===== src/design/asr_pkg.sv =====
/*
  Package for the asynchronous static memory host controller: pin widths,
  timing figures in ns and their cycle counts at the system clock, and the
  carrier structs.
  Assumes a 25 MHz system clock; every count is derived from CLK_NS.
*/
package asr_pkg;

  // ==========================================================
  // Geometry
  localparam int ADDR_W = 15;
  localparam int DATA_W = 9;

  // ==========================================================
  // Timing figures, slower grade, in ns
  localparam int CLK_NS = 40;
  localparam int T_CYCLE_NS = 12;
  localparam int T_ACCESS_NS = 12;
  localparam int T_GATE_ACCESS_NS = 6;
  localparam int T_OFF_NS = 7;
  localparam int T_ADDR_END_NS = 10;
  localparam int T_WPULSE_NS = 10;
  localparam int T_DSETUP_NS = 6;
  localparam int T_WFLOAT_NS = 6;

  // Least times round up, never below one cycle
  function automatic int cyc_up(input int ns);
    int c;
    c = (ns + CLK_NS - 1) / CLK_NS;
    return (c < 1) ? 1 : c;
  endfunction : cyc_up

  localparam int RD_WAIT_CYC = cyc_up(T_ACCESS_NS);
  localparam int OFF_CYC = cyc_up(T_OFF_NS);
  localparam int WP_CYC = cyc_up(T_WPULSE_NS);
  localparam int WFLOAT_CYC = cyc_up(T_WFLOAT_NS);
  localparam int CNT_W = 4;

  // ==========================================================
  // Carriers
  typedef struct packed {
    logic write;
    logic [ADDR_W-1:0] addr;
    logic [DATA_W-1:0] wdata;
  } asr_req_s;

  typedef struct packed {
    logic sel_n;
    logic sel;
    logic gate_n;
    logic wstb_n;
  } asr_ctl_s;

  localparam asr_ctl_s CTL_IDLE = '{sel_n: 1'b1, sel: 1'b0,
                                    gate_n: 1'b1, wstb_n: 1'b1};

endpackage : asr_pkg


===== src/design/asr_sync.sv =====
/*
  Two-flop synchroniser for a bus of pin inputs.
  Assumes the inputs are asynchronous to clk; only stage two is read.
*/
`timescale 1ns/100ps
module asr_sync #(
  parameter int W = 9
) (
  // Clock and reset
  input wire logic clk,
  input wire logic rst,
  // Data
  input wire logic [W-1:0] d,
  output logic [W-1:0] q
);

  logic [W-1:0] meta_q;
  logic [W-1:0] meta_d;
  logic [W-1:0] q_d;

  always_comb
  begin
    meta_d = d;
    q_d = meta_q;
  end

  always_ff @(posedge clk or posedge rst)
  begin
    if (rst)
    begin
      meta_q <= '0;
      q <= '0;
    end
    else
    begin
      meta_q <= meta_d;
      q <= q_d;
    end
  end

endmodule : asr_sync


===== src/design/asr_host.sv =====
/*
  Host controller for an asynchronous 32K x 9 static memory. Takes one
  request at a time on a valid/ready port and runs a read or a write
  cycle on the memory pins, returning read data with a one-cycle pulse.
  Assumes one 25 MHz clock and that the memory sits on the board pins;
  the data pins come in raw and are synchronised before use.
*/
// Overview of operation
// RULE_01: Memory stores data during overlap of select low and strobe low.
// RULE_02: Host keeps write strobe high through every read cycle.
// RULE_03: Host drives secondary select as inverse of primary, same timing.
// RULE_04: Host holds each address stable at least the cycle time.
// RULE_05: Memory gives data within access time of address and select.
// RULE_06: Memory gives data within gate access time after gate falls.
// RULE_07: Memory holds old data briefly after address change.
// RULE_08: Memory drives no sooner than 1 ns after select falls.
// RULE_09: Memory floats within 6 or 7 ns after select rises.
// RULE_10: Memory floats within 5 or 6 ns after gate rises.
// RULE_11: Memory turn-off always faster than its turn-on.
// RULE_12: Host keeps address valid 9 or 10 ns before strobe rises.
// RULE_13: Host holds write strobe low at least 9 or 10 ns.
// RULE_14: Host sets write data 5 or 6 ns before write end, holds after.
// RULE_15: Memory floats outputs within 5 or 6 ns of strobe falling.
// RULE_16: Memory drives again no sooner than 3 ns after strobe rises.
// RULE_17: Host keeps select low 8 or 9 ns before write end.
// RULE_18: Select falling with or after strobe keeps outputs floating.
// RULE_19: Select rising with or before strobe keeps outputs floating.
// RULE_20: Host sets address no later than select falling for reads.
// RULE_21: Address-only reads assume device stays selected and gated.
// RULE_22: Memory holds 32768 words of 9 bits on shared data pins.
// RULE_23: Memory floats when deselected or gate and strobe both high.
// RULE_24: Host never drives data while memory outputs may be active.
`timescale 1ns/100ps
module asr_host (
  // Clock and reset
  input wire logic MCLK,
  input wire logic SYS_RST,
  // Request port
  input wire logic REQ_VALID,
  input wire asr_pkg::asr_req_s REQ,
  output logic REQ_READY,
  // Answer port
  output logic RD_VALID,
  output logic [asr_pkg::DATA_W-1:0] RD_DATA,
  // Memory pins
  output logic [asr_pkg::ADDR_W-1:0] MEM_ADDR,
  output logic PRIMARY_CHIP_ON_N,
  output logic AUX_CHIP_ON,
  output logic MEM_GATE_N,
  output logic MEM_WSTB_N,
  input wire logic [asr_pkg::DATA_W-1:0] MEM_DQ_I,
  output logic [asr_pkg::DATA_W-1:0] MEM_DQ_O,
  output logic MEM_DQ_OE
);

  // ==========================================================
  // State machine
  typedef enum logic [5:0] {
    S_IDLE  = 6'b000001,
    S_RSEL  = 6'b000010,
    S_RWAIT = 6'b000100,
    S_WSTB  = 6'b001000,
    S_WDRV  = 6'b010000,
    S_OFF   = 6'b100000
  } asr_state_e;

  asr_state_e state_q, state_d;
  logic [asr_pkg::CNT_W-1:0] cnt_q, cnt_d;
  logic [asr_pkg::ADDR_W-1:0] addr_q, addr_d;
  logic [asr_pkg::DATA_W-1:0] wdat_q, wdat_d;
  asr_pkg::asr_ctl_s ctl_q, ctl_d;
  logic oe_q, oe_d;
  logic rdy_q, rdy_d;
  logic rv_q, rv_d;
  logic [asr_pkg::DATA_W-1:0] rdat_q, rdat_d;
  logic [asr_pkg::DATA_W-1:0] dq_sync;

  // Pins cross into MCLK before the capture register reads them
  asr_sync #(.W(asr_pkg::DATA_W)) u_sync (
    .clk(MCLK),
    .rst(SYS_RST),
    .d(MEM_DQ_I),
    .q(dq_sync)
  );

  // Read wait covers access time plus the two synchroniser stages
  localparam logic [asr_pkg::CNT_W-1:0] RD_LOAD =
    asr_pkg::CNT_W'(asr_pkg::RD_WAIT_CYC + 2);
  localparam logic [asr_pkg::CNT_W-1:0] WP_LOAD =
    asr_pkg::CNT_W'(asr_pkg::WP_CYC);
  localparam logic [asr_pkg::CNT_W-1:0] OFF_LOAD =
    asr_pkg::CNT_W'(asr_pkg::OFF_CYC);
  localparam logic [asr_pkg::CNT_W-1:0] FLT_LOAD =
    asr_pkg::CNT_W'(asr_pkg::WFLOAT_CYC);

  always_comb
  begin
    state_d = state_q;
    cnt_d = cnt_q;
    addr_d = addr_q;
    wdat_d = wdat_q;
    ctl_d = ctl_q;
    oe_d = oe_q;
    rdy_d = 1'b0;
    rv_d = 1'b0;
    rdat_d = rdat_q;
    unique case (state_q)
      S_IDLE:
      begin
        rdy_d = 1'b1;
        if (REQ_VALID && rdy_q)
        begin
          rdy_d = 1'b0;
          // RULE_20 address set on the same edge as select
          addr_d = REQ.addr;
          wdat_d = REQ.wdata;
          // RULE_03 paired selects
          ctl_d.sel_n = 1'b0;
          ctl_d.sel = 1'b1;
          if (REQ.write)
          begin
            // RULE_18 strobe with select
            ctl_d.wstb_n = 1'b0;
            cnt_d = FLT_LOAD;
            state_d = S_WSTB;
          end
          else
          begin
            // RULE_02 strobe stays high
            ctl_d.gate_n = 1'b0;
            cnt_d = RD_LOAD;
            state_d = S_RSEL;
          end
        end
      end
      S_RSEL:
      begin
        // RULE_04 address held
        if (cnt_q == asr_pkg::CNT_W'(1))
          state_d = S_RWAIT;
        else
          cnt_d = cnt_q - asr_pkg::CNT_W'(1);
      end
      S_RWAIT:
      begin
        rdat_d = dq_sync;
        rv_d = 1'b1;
        ctl_d = asr_pkg::CTL_IDLE;
        cnt_d = OFF_LOAD;
        state_d = S_OFF;
      end
      S_WSTB:
      begin
        // RULE_24 wait for memory float
        if (cnt_q == asr_pkg::CNT_W'(1))
        begin
          oe_d = 1'b1;
          cnt_d = WP_LOAD;
          state_d = S_WDRV;
        end
        else
          cnt_d = cnt_q - asr_pkg::CNT_W'(1);
      end
      S_WDRV:
      begin
        // RULE_13 pulse width, RULE_12 RULE_14 RULE_17 setup
        if (cnt_q == asr_pkg::CNT_W'(1))
        begin
          // RULE_19 select and strobe rise together; data held one more
          ctl_d = asr_pkg::CTL_IDLE;
          cnt_d = OFF_LOAD;
          state_d = S_OFF;
        end
        else
          cnt_d = cnt_q - asr_pkg::CNT_W'(1);
      end
      S_OFF:
      begin
        oe_d = 1'b0;
        // RULE_24 turn-off gap before next cycle
        if (cnt_q == asr_pkg::CNT_W'(1))
        begin
          state_d = S_IDLE;
          rdy_d = 1'b1;
        end
        else
          cnt_d = cnt_q - asr_pkg::CNT_W'(1);
      end
      default:
      begin
        state_d = S_IDLE;
        ctl_d = asr_pkg::CTL_IDLE;
        oe_d = 1'b0;
      end
    endcase
  end

  always_ff @(posedge MCLK or posedge SYS_RST)
  begin
    if (SYS_RST)
    begin
      state_q <= S_IDLE;
      cnt_q <= '0;
      addr_q <= '0;
      wdat_q <= '0;
      ctl_q <= asr_pkg::CTL_IDLE;
      oe_q <= 1'b0;
      rdy_q <= 1'b0;
      rv_q <= 1'b0;
      rdat_q <= '0;
    end
    else
    begin
      state_q <= state_d;
      cnt_q <= cnt_d;
      addr_q <= addr_d;
      wdat_q <= wdat_d;
      ctl_q <= ctl_d;
      oe_q <= oe_d;
      rdy_q <= rdy_d;
      rv_q <= rv_d;
      rdat_q <= rdat_d;
    end
  end

  // ==========================================================
  // Outputs, all from flops
  always_comb
  begin
    REQ_READY = rdy_q;
    RD_VALID = rv_q;
    RD_DATA = rdat_q;
    MEM_ADDR = addr_q;
    PRIMARY_CHIP_ON_N = ctl_q.sel_n;
    AUX_CHIP_ON = ctl_q.sel;
    MEM_GATE_N = ctl_q.gate_n;
    MEM_WSTB_N = ctl_q.wstb_n;
    MEM_DQ_O = wdat_q;
    MEM_DQ_OE = oe_q;
  end

endmodule : asr_host


===== config.mk =====
export PLATFORM = sky130hd
export DESIGN_NAME = asr_host
export DESIGN_NICKNAME = d
export VERILOG_FILES = /design/src/design/asr_pkg.sv /design/src/design/asr_sync.sv /design/src/design/asr_host.sv
export SDC_FILE = /design/constraint.sdc
export NUM_CORES = 1
export LEC_CHECK = 0
export ABC_AREA = 1
export BUFFER_PORTS_ARGS = -buffer_cell sky130_fd_sc_hd__buf_2
export CAP_MARGIN = 40
export CORE_ASPECT_RATIO = 1.75
export CORE_UTILIZATION = 55
export CTS_CLUSTER_DIAMETER = 100
export DETAILED_ROUTE_END_ITERATION = 8
export GPL_ROUTABILITY_DRIVEN = 0
export GPL_TIMING_DRIVEN = 0
export PLACE_DENSITY = 0.95
export SLEW_MARGIN = 30
export SYNTH_ARGS = -nofsm -noshare
export SYNTH_HDL_FRONTEND = slang
export SYNTH_HIERARCHICAL = 1
export SYNTH_SLANG_ARGS = --single-unit

===== constraint.sdc =====
create_clock -name MCLK -period 2.75 [get_ports MCLK]
set_input_delay 0.275 -clock MCLK [delete_from_list [all_inputs] [get_ports MCLK]]
set_output_delay 0.275 -clock MCLK [all_outputs]
set_load 0.02 [all_outputs]

==> results_dict.tcl, run 1 <==
set metrics [dict create \
    nets 371 \
    num_io_pins 77 \
    endpoint_kind "flip-flop" \
    diodes 0 \
    rsz0062_at_grt "false" \
    first_pass_iters 7 \
    ys_seq_elements 68 \
    synth_edf_count 0 \
    cts-htree-levels 3 \
    cp.arrival_ps 1920 \
    clk_transition_reported_paths_ps 70 \
    drive_gt1_share_pct 40.9 \
    critPathLaunchType "flip-flop" \
    grt_pass1_wl_um 9030 \
    crit_chain "inv_1 -> ha_1 -> nand2_1 -> inv_2 -> nor2_1 -> nor2_1 -> nand2_2 -> nand2_2 -> nand2_1 -> nand2_1" \
    yosysUniqueCellTypes 23 \
    cp.required_ps 3010 \
    cp_slowest_stage_delay_ps 400 \
    powerDensity_mw_per_mm2 1280 \
    synth_ff_type "dfrtp_1" \
    numClockSinks 68 \
    crit_type "reg -> reg" \
    placed_cells 373 \
    post_cts_buffers 0 \
    drc 0 \
    portBuffers 76 \
    vdd_drop_max_mv 0.996 \
    die_height_um 95.7 \
    drv_slew 0 \
    finalSetupViolCount 0 \
    postCtsHoldBufs 0 \
    cts_max_path_buffers 2 \
    routedWlPerCell_um 14.7 \
    fin_util_pct 72.5 \
    min_path_type "in -> async" \
    cp_top_family "simple AND/OR/NAND/NOR gates" \
    die_x_um 55.5 \
    hold_viol_final 0 \
    power_leakage_nw 1.96 \
    fmax_mhz 603 \
    dieArea_sq_mm 0.00531 \
    ant_nets 0 \
    worstMarginPinSlew_ps 609 \
    wirelength_um 5720 \
    cts_root_buffer "clkbuf_8" \
    final.setup.tns_ps 0 \
    crit_fanout 7 \
    cts_tree "yes" \
    synth-async-reset-ratio_pct 100 \
    cts_resized 0 \
    gr-total-overflow 0 \
    grt_usage_pct 23.3 \
    period_share_pct 60.3 \
    yosys_warnings 6 \
    syn-num-nets 284 \
    clk_latency_ps 340 \
    timing.critical_path.buf_inv 2 \
    core_area_sq_mm 0.00475 \
    viasPerCell 5.08 \
    syn_avg_cell_area_sq_um 11.3 \
    vias 1978 \
    timing.slew.headroom_pct 59.3 \
    drtIter0Drc 56 \
    maxCapViolations 0 \
    antenna_found_initial 0 \
    critPathMostFrequentCell "nand2_1" \
    synth_seq_area_share_pct 61.9 \
    start_util_pct 58.1 \
    cpMaxStageDelayCell "dfrtp_1" \
    grt_pass1_vias 2073 \
    fin_worst_skew_ps 9.72 \
    grt_max_degree 51 \
    syn_area_sq_mm 0.00276 \
    finalNonFillerCells 389 \
    hold_ws_ps 18.7 \
    dpl.hpwl_um 4060 \
    cts_buffers 9 \
    syn_inst 245 \
    rows 33 \
    areaGrowthSynthToFinish_pct 24.8 \
    status "finished, final reports clean" \
    period_minus_slack_ps 1660 \
]
[synthesized netlist by cell type, types with 2 or more instances]
library cell  number  area, sq um
nand3_1           11         55.1
mux2_4            20          300
o21ai_0            4         20.0
nor2_4             3         33.8
nand2_2            3         18.8
mux2_2             4         45.0
ha_1               2         25.0
dfrtp_1           64         1600
nor2_2             3         18.8
inv_1             22         82.6
nor2_1            16         60.1
nand2_1           72          270
dfstp_2            4          105
buf_6              2         22.5
a21oi_1            3         15.0
inv_2              3         11.3
nor3_1             2         10.0
buf_2              2         10.0
[where the power goes]
part,internal [W],switching [W]
clock,0.000585,0.000353
combinational,0.000730,0.00115
sequential,0.00137,0.000218
total,0.00269,0.00172
[kinds of logic (layout without fill, tap and decap cells)]
family,count (synthesis),in the layout,synth area share (%)
adders and majority gates,2,2,0.907
DFF,68,68,61.9
muxes,24,24,12.5
xor gates and xnor gates,2,2,0.635
and+or+nand+nor,112,112,18.0
AOI/OAI and AO/OA,8,8,1.50
buffers and inverters,29,121,4.58
[final timing paths]
path,startpoint,to,slack (ps),depth (start not counted)
max in group asynchronous,SYS_RST,u_sync/meta_q[0],2320,2
min in group MCLK,MEM_DQ_I[7],u_sync/meta_q[7],40,1
hold / removal,SYS_RST,MEM_ADDR[7],20,2
setup reg to reg,cnt_q[1],state_q[3],1090,10
setup / recovery,cnt_q[1],state_q[3],1090,10
hold reg to reg,u_sync/meta_q[4],u_sync/q[4],350,0
[state kept, by name, indices dropped and copies added, names as in the netlist, 4 cells and up]
| register | cells |
|---|---|
| RD_DATA | 9 |
| MEM_ADDR | 15 |
| u_sync/meta_q | 9 |
| cnt_q | 4 |
| u_sync/q | 9 |
| MEM_DQ_O | 9 |
| state_q | 6 |
[metal layers]
| metal | vias up | global-route usage (%) | wire length, um |
|---|---|---|---|
| met1 | 950 | 22.5 | 2020 |
| met5 | - | 0 | 0 |
| met2 | 72 | 43.4 | 3270 |
| met3 | 18 | 5.29 | 244 |
| li1 | 938 | - | - |
| met4 | 0 | 15.8 | 189 |
[cell type report]
type	count	area (sq um)
inverter	25	96.3
timing repair buffer	76	380
buffer	4	32.5
clock buffer	13	169
tap	52	65.1
sequential	68	1710
multi-input combinational	148	925
clock inverter	3	67.6
fill	340	1310
[cell usage in the layout (no fill, tap or decap), drive strengths merged, types with 2 or more instances in the layout]
| master | count |
|---|---|
| buf | 80 |
| nand2 | 76 |
| dfrtp | 64 |
| inv | 25 |
| mux2 | 24 |
| nor2 | 22 |
| clkbuf | 13 |
| nand3 | 12 |
| dfstp | 4 |
| o21ai | 4 |
| a21oi | 3 |
| nor3 | 2 |
| ha | 2 |
| bufinv | 2 |
[stage by stage]
| stage | total power, W | instance area [sq um] | setup slack [ps] |
|---|---|---|---|
| floorplan | 0.00290 | 2760 | 1280 |
| global placement | 0.00335 | 3200 | 714 |
| detailed placement | 0.00343 | 3210 | 1170 |
| CTS | 0.00442 | 3440 | 1110 |
| global route | 0.00466 | 3440 | 915 |
| finish | 0.00441 | 3440 | 1090 |
Note: power is estimated with default switching activity, not from simulation.
==> run 2: changes to the inputs <==
--- a/config.mk
+++ b/config.mk
@@ -9,12 +9,12 @@
 export BUFFER_PORTS_ARGS = -buffer_cell sky130_fd_sc_hd__buf_2
 export CAP_MARGIN = 40
 export CORE_ASPECT_RATIO = 1.75
-export CORE_UTILIZATION = 55
+export CORE_UTILIZATION = 46
 export CTS_CLUSTER_DIAMETER = 100
 export DETAILED_ROUTE_END_ITERATION = 8
 export GPL_ROUTABILITY_DRIVEN = 0
 export GPL_TIMING_DRIVEN = 0
-export PLACE_DENSITY = 0.95
+export PLACE_DENSITY = 0.87
 export SLEW_MARGIN = 30
 export SYNTH_ARGS = -nofsm -noshare
 export SYNTH_HDL_FRONTEND = slang
==> constraint.sdc (replaced) <==
create_clock -name MCLK -period 1.5 [get_ports MCLK]
set_input_delay 0.15 -clock MCLK [delete_from_list [all_inputs] [get_ports MCLK]]
set_output_delay 0.15 -clock MCLK [all_outputs]
set_load 0.02 [all_outputs]
==> results_dict.tcl, run 2 (synthesized netlist as in run 1, its figures left out) <==
set metrics [dict create \
    status "finished, violations left" \
    violations "negative setup slack" \
    hold_viol_final 0 \
    drive_gt1_share_pct 50.7 \
    sw_frac_of_total_pct 40.9 \
    finalNonFillerCells 447 \
    areaGrowthSynthToFinish_pct 43.8 \
    vdd_drop_max_mv 1.52 \
    layout_common_cells "76 x buf_2, 62 x dfrtp_1, 61 x nand2_1" \
    p_int_w 0.00553 \
    pwr-share-comb_pct 49.9 \
    r2r_start "state_q[3]" \
    fin_worst_skew_ps 10.6 \
    crit_fanout 4 \
    period_share_pct 113 \
    power.share.sequential_pct 31.2 \
    largest_register_ffs 15 \
    grt_max_degree 51 \
    antenna_found_initial 0 \
    cts-htree-levels 3 \
    worstMarginPinSlew_ps 630 \
    min_path_type "in -> reg" \
    cp.arrival_ps 1950 \
    drc 0 \
    vias 2257 \
    cts_tree "yes" \
    nets 403 \
    clk_transition_reported_paths_ps 80 \
    final.setup.tns_ps -3530 \
    switchingPower_w 0.00383 \
    clk_latency_ps 360 \
    setup_ws_ps -198 \
    layout_commonest_cell "buf_2" \
    gr-total-overflow 0 \
    powerDensity_mw_per_mm2 2360 \
    power_leakage_nw 2.16 \
    cts_root_buffer "clkbuf_8" \
    cts_max_path_buffers 2 \
    fin_util_pct 68.0 \
    grt_usage_pct 23.1 \
    crit_path_start "state_q[3]" \
    register_area_sq_mm 0.00171 \
    ff2ff_setup_slack_ps -200 \
    start_util_pct 47.3 \
    rsz0062_at_grt "true" \
    crit_type "reg -> reg" \
    routedWlPerCell_um 16.8 \
    portBuffers 76 \
    period_minus_slack_ps 1700 \
    maxCapViolations 0 \
    grt_pass1_vias 2328 \
    drtIter0Drc 112 \
    numClockSinks 68 \
    drv_slew 0 \
    num-fill-cells 393 \
    wirelength_um 7500 \
    viasPerCell 5.05 \
    cts_buffers 9 \
    placed_cells 399 \
    fmax_mhz 589 \
    cp.required_ps 1760 \
    multiInputGateArea_sq_mm 0.00106 \
    grt_pass1_wl_um 10300 \
    ant_nets 0 \
    core_area_sq_mm 0.00583 \
    dieArea_sq_mm 0.00632 \
    rows 37 \
    dpl.hpwl_um 3820 \
    endpoint_kind "flip-flop" \
    num_io_pins 77 \
    min-delay-start "REQ[20]" \
    diodes 0 \
    first_pass_iters 4 \
    die_height_um 104 \
    timing.slew.headroom_pct 57.9 \
    finalSetupViolCount 37 \
    p_clk_share_pct 18.9 \
    critPathLaunchType "flip-flop" \
    die_x_um 60.5 \
]
## run 2: changes by cell type in the layout (fill, tap and decap cells not counted), sizes merged
cell,before,now
buf,80,101
dlygate4sd3,0,10
clkbuf,13,12
clkinv,0,1
clkinvlp,1,2
## run 2: layer usage
metal / global-route usage [%] / routed length [um] / vias to the layer above
met1: 22.6 / 2490 / 1098
met4: 14.3 / 387 / 0
met3: 6.47 / 398 / 42
li1: - / - / 1002
met5: 0 / 0 / -
met2: 40.3 / 4230 / 115
## run 2: final cells by class
type | instances | share of cell area, %
flip-flops and latches | 68 | 43.1
multi-input cells | 148 | 26.7
repair buffers | 108 | 17.9
clock buffers | 11 | 3.82
inverters | 25 | 2.49
well taps | 78 | 2.46
clock inverters | 5 | 2.11
plain buffers | 4 | 1.48
## run 2: path summary, 6_finish.rpt
path                       cells past startpoint           end
hold reg to reg                                0   u_sync/q[5]
setup reg to reg                               9      cnt_q[1]
hold / removal                                 2  MEM_ADDR[11]
setup / recovery                               9      cnt_q[1]
min in group asynchronous                      3      cnt_q[1]
max in group asynchronous                      3      cnt_q[0]
## run 2: power by group through the flow
stage               registers (W)  clock network, W  logic (W)
floorplan                 0.00351                 0    0.00179
global placement          0.00287                 0    0.00328
detailed placement        0.00290                 0    0.00338
CTS                       0.00288           0.00176    0.00404
global route              0.00299           0.00186    0.00498
finish                    0.00292           0.00177    0.00467
## run 2: repair_timing
item / 4_1_cts / 5_1_grt
hold endpoints to repair: 73 / 0
gates resized for setup: 27 / 29
setup buffers: 13 / 7
cloned: 2 / 0
hold buffers: 10 / 0
pin swaps: 7 / 8
endpoints found under the setup margin: 39 / 47
## run 2: metrics by stage
| step | worst slack (ps) | hold WS, ps | area (sq um) | power [W] |
|---|---|---|---|---|
| global route | -247 | 8.02 | 3970 | 0.00983 |
| floorplan | 35.5 | 88.6 | 2760 | 0.00531 |
| finish | -198 | 10.3 | 3970 | 0.00936 |
| global placement | -407 | 252 | 3240 | 0.00615 |
| detailed placement | -85.2 | 260 | 3240 | 0.00628 |
| CTS | -44.7 | 10.2 | 3810 | 0.00868 |
## run 2: worst max-delay path, cell delays in order (launching register included)
cell     delay [ps]
dfrtp_1         430
nor2_4          210
buf_4           150
nand3_2         130
nand2_1         220
inv_1           100
nand3_1         150
nand2_1          90
nand2_1          70
nand2_1          50
==> run 3: changes to the inputs <==
--- a/config.mk
+++ b/config.mk
@@ -9,12 +9,13 @@
 export BUFFER_PORTS_ARGS = -buffer_cell sky130_fd_sc_hd__buf_2
 export CAP_MARGIN = 40
 export CORE_ASPECT_RATIO = 1.75
-export CORE_UTILIZATION = 46
+export CORE_UTILIZATION = 48
+export CTS_BUF_LIST = sky130_fd_sc_hd__clkbuf_8
 export CTS_CLUSTER_DIAMETER = 100
 export DETAILED_ROUTE_END_ITERATION = 8
 export GPL_ROUTABILITY_DRIVEN = 0
 export GPL_TIMING_DRIVEN = 0
-export PLACE_DENSITY = 0.87
+export PLACE_DENSITY = 0.89
 export SLEW_MARGIN = 30
 export SYNTH_ARGS = -nofsm -noshare
 export SYNTH_HDL_FRONTEND = slang
==> results_dict.tcl, run 3 (synthesized netlist as in run 1, its figures left out) <==
set metrics [dict create \
    num_io_pins 77 \
    p_clk_share_pct 20.6 \
    cp_top_family "simple AND/OR/NAND/NOR gates" \
    gr-total-overflow 0 \
    start_util_pct 49.8 \
    cp_slowest_stage_delay_ps 440 \
    rows 36 \
    powerDensity_mw_per_mm2 2370 \
    drtIter0Drc 143 \
    timing.critical_path.buf_inv 2 \
    layout_common_cells "76 x buf_2, 63 x dfrtp_1, 62 x nand2_1" \
    min_path_type "in -> reg" \
    critPathLaunchType "flip-flop" \
    routedWlPerCell_um 17.6 \
    viasPerCell 5.10 \
    nets 393 \
    drc 0 \
    cts_buffers 9 \
    rsz0062_at_grt "true" \
    power.share.sequential_pct 31.9 \
    crit_chain "nor2_4 -> buf_4 -> nand3_2 -> inv_2 -> nor2_4 -> nand2_4 -> nand2_4 -> nand2_2 -> nand2_1" \
    switchingPower_w 0.00380 \
    cts_max_path_buffers 2 \
    dpl.hpwl_um 4090 \
    hold_viol_final 0 \
    diodes 0 \
    worstMarginPinSlew_ps 617 \
    endpoint_kind "flip-flop" \
    ant_nets 0 \
    period_share_pct 110 \
    numClockSinks 68 \
    grt_pass1_vias 2231 \
    largest_register_ffs 15 \
    period_minus_slack_ps 1650 \
    vias 2217 \
    clk_latency_ps 370 \
    grt_pass1_wl_um 10800 \
    setup_ws_ps -149 \
    final.setup.tns_ps -3480 \
    register_area_sq_mm 0.00171 \
    wirelength_um 7680 \
    multiInputGateArea_sq_mm 0.00106 \
    grt_max_degree 51 \
    power_leakage_nw 2.10 \
    die_x_um 59.3 \
    num-fill-cells 345 \
    status "finished, violations left" \
    cpMaxStageDelayCell "dfrtp_1" \
    areaGrowthSynthToFinish_pct 41.0 \
    violations "negative setup slack" \
    fin_worst_skew_ps 17.2 \
    fmax_mhz 607 \
    timing.slew.headroom_pct 58.9 \
    fin_util_pct 70.2 \
    die_height_um 102 \
    crit_fanout 7 \
    cp.required_ps 1740 \
    core_area_sq_mm 0.00554 \
    dieArea_sq_mm 0.00606 \
    crit_type "reg -> reg" \
    drive_gt1_share_pct 48.7 \
    clk_transition_reported_paths_ps 90 \
    cts_tree "yes" \
    first_pass_iters 4 \
    finalSetupViolCount 40 \
    maxCapViolations 0 \
    portBuffers 76 \
    cts-htree-levels 3 \
    sw_frac_of_total_pct 41.3 \
    pwr-share-comb_pct 47.5 \
    p_int_w 0.00540 \
    cts_root_buffer "clkbuf_8" \
    grt_usage_pct 25.5 \
    vdd_drop_max_mv 1.84 \
    cp.arrival_ps 1890 \
    drv_slew 0 \
    layout_commonest_cell "buf_2" \
    antenna_found_initial 0 \
]
==> run 3: per-stage QoR <==
step / hold WS (ps) / setup slack [ps] / cells / cell area (sq um) / total power (W)
after floorplan: 88.6 / 35.5 / 245 / 2760 / 0.00531
after global placement: 253 / -437 / 397 / 3230 / 0.00614
after detailed placement: 259 / -83.1 / 397 / 3240 / 0.00630
after CTS: 1.92 / -22.6 / 431 / 3770 / 0.00861
after global routing: 5.24 / -232 / 435 / 3890 / 0.00962
final: 13.9 / -149 / 435 / 3890 / 0.00920
==> run 3: worst paths after layout <==
check	endpoint	cells after the start	slack, ps	startpoint
max reg2reg	state_q[1]	9	-150	state_q[4]
min	MEM_ADDR[1]	2	10	REQ[10]
max in group asynchronous	state_q[5]	3	590	SYS_RST
min in group asynchronous	MEM_ADDR[13]	3	470	SYS_RST
min reg2reg	u_sync/q[4]	0	360	u_sync/meta_q[4]
max	state_q[1]	9	-150	state_q[4]
==> run 3: area by class of cell <==
| type | count | share of cell area [%] |
|---|---|---|
| plain buffers | 4 | 1.51 |
| clock inverters | 7 | 3.19 |
| inverters | 25 | 2.61 |
| clock buffers | 9 | 3.19 |
| multi-input cells | 148 | 27.3 |
| repair buffers | 98 | 15.8 |
| flip-flops and latches | 68 | 43.9 |
| well taps | 76 | 2.45 |
==> run 3: worst reg2reg max path: stages, from the launching register on <==
cell and delay (ps):
dfrtp_1 440, nor2_4 230, buf_4 160, nand3_2 140, inv_2 160, nor2_4 70
nand2_4 110, nand2_4 100, nand2_2 70, nand2_1 50
==> run 3: power by group through the flow <==
stage	clock network [W]	registers, W	logic [W]
floorplan	0	0.00351	0.00179
global placement	0	0.00287	0.00327
detailed placement	0	0.00291	0.00338
CTS	0.00189	0.00288	0.00384
global route	0.00199	0.00299	0.00465
finish	0.00190	0.00294	0.00437
==> run 3: routing by layer <==
metal	global-route usage [%]	wire length (um)	vias up
met5	0	0	-
met4	16.7	466	0
met3	6.84	400	46
met2	45.1	4330	113
met1	25.4	2480	1071
li1	-	-	987
==> run 3: what timing repair did <==
item,4_1_cts,5_1_grt
pin swaps,3,10
buffers inserted,6,4
gates resized for setup,25,25
hold buffers,10,0
endpoints found under the setup margin,41,48
gates cloned,2,0
endpoints found under the hold margin,73,0
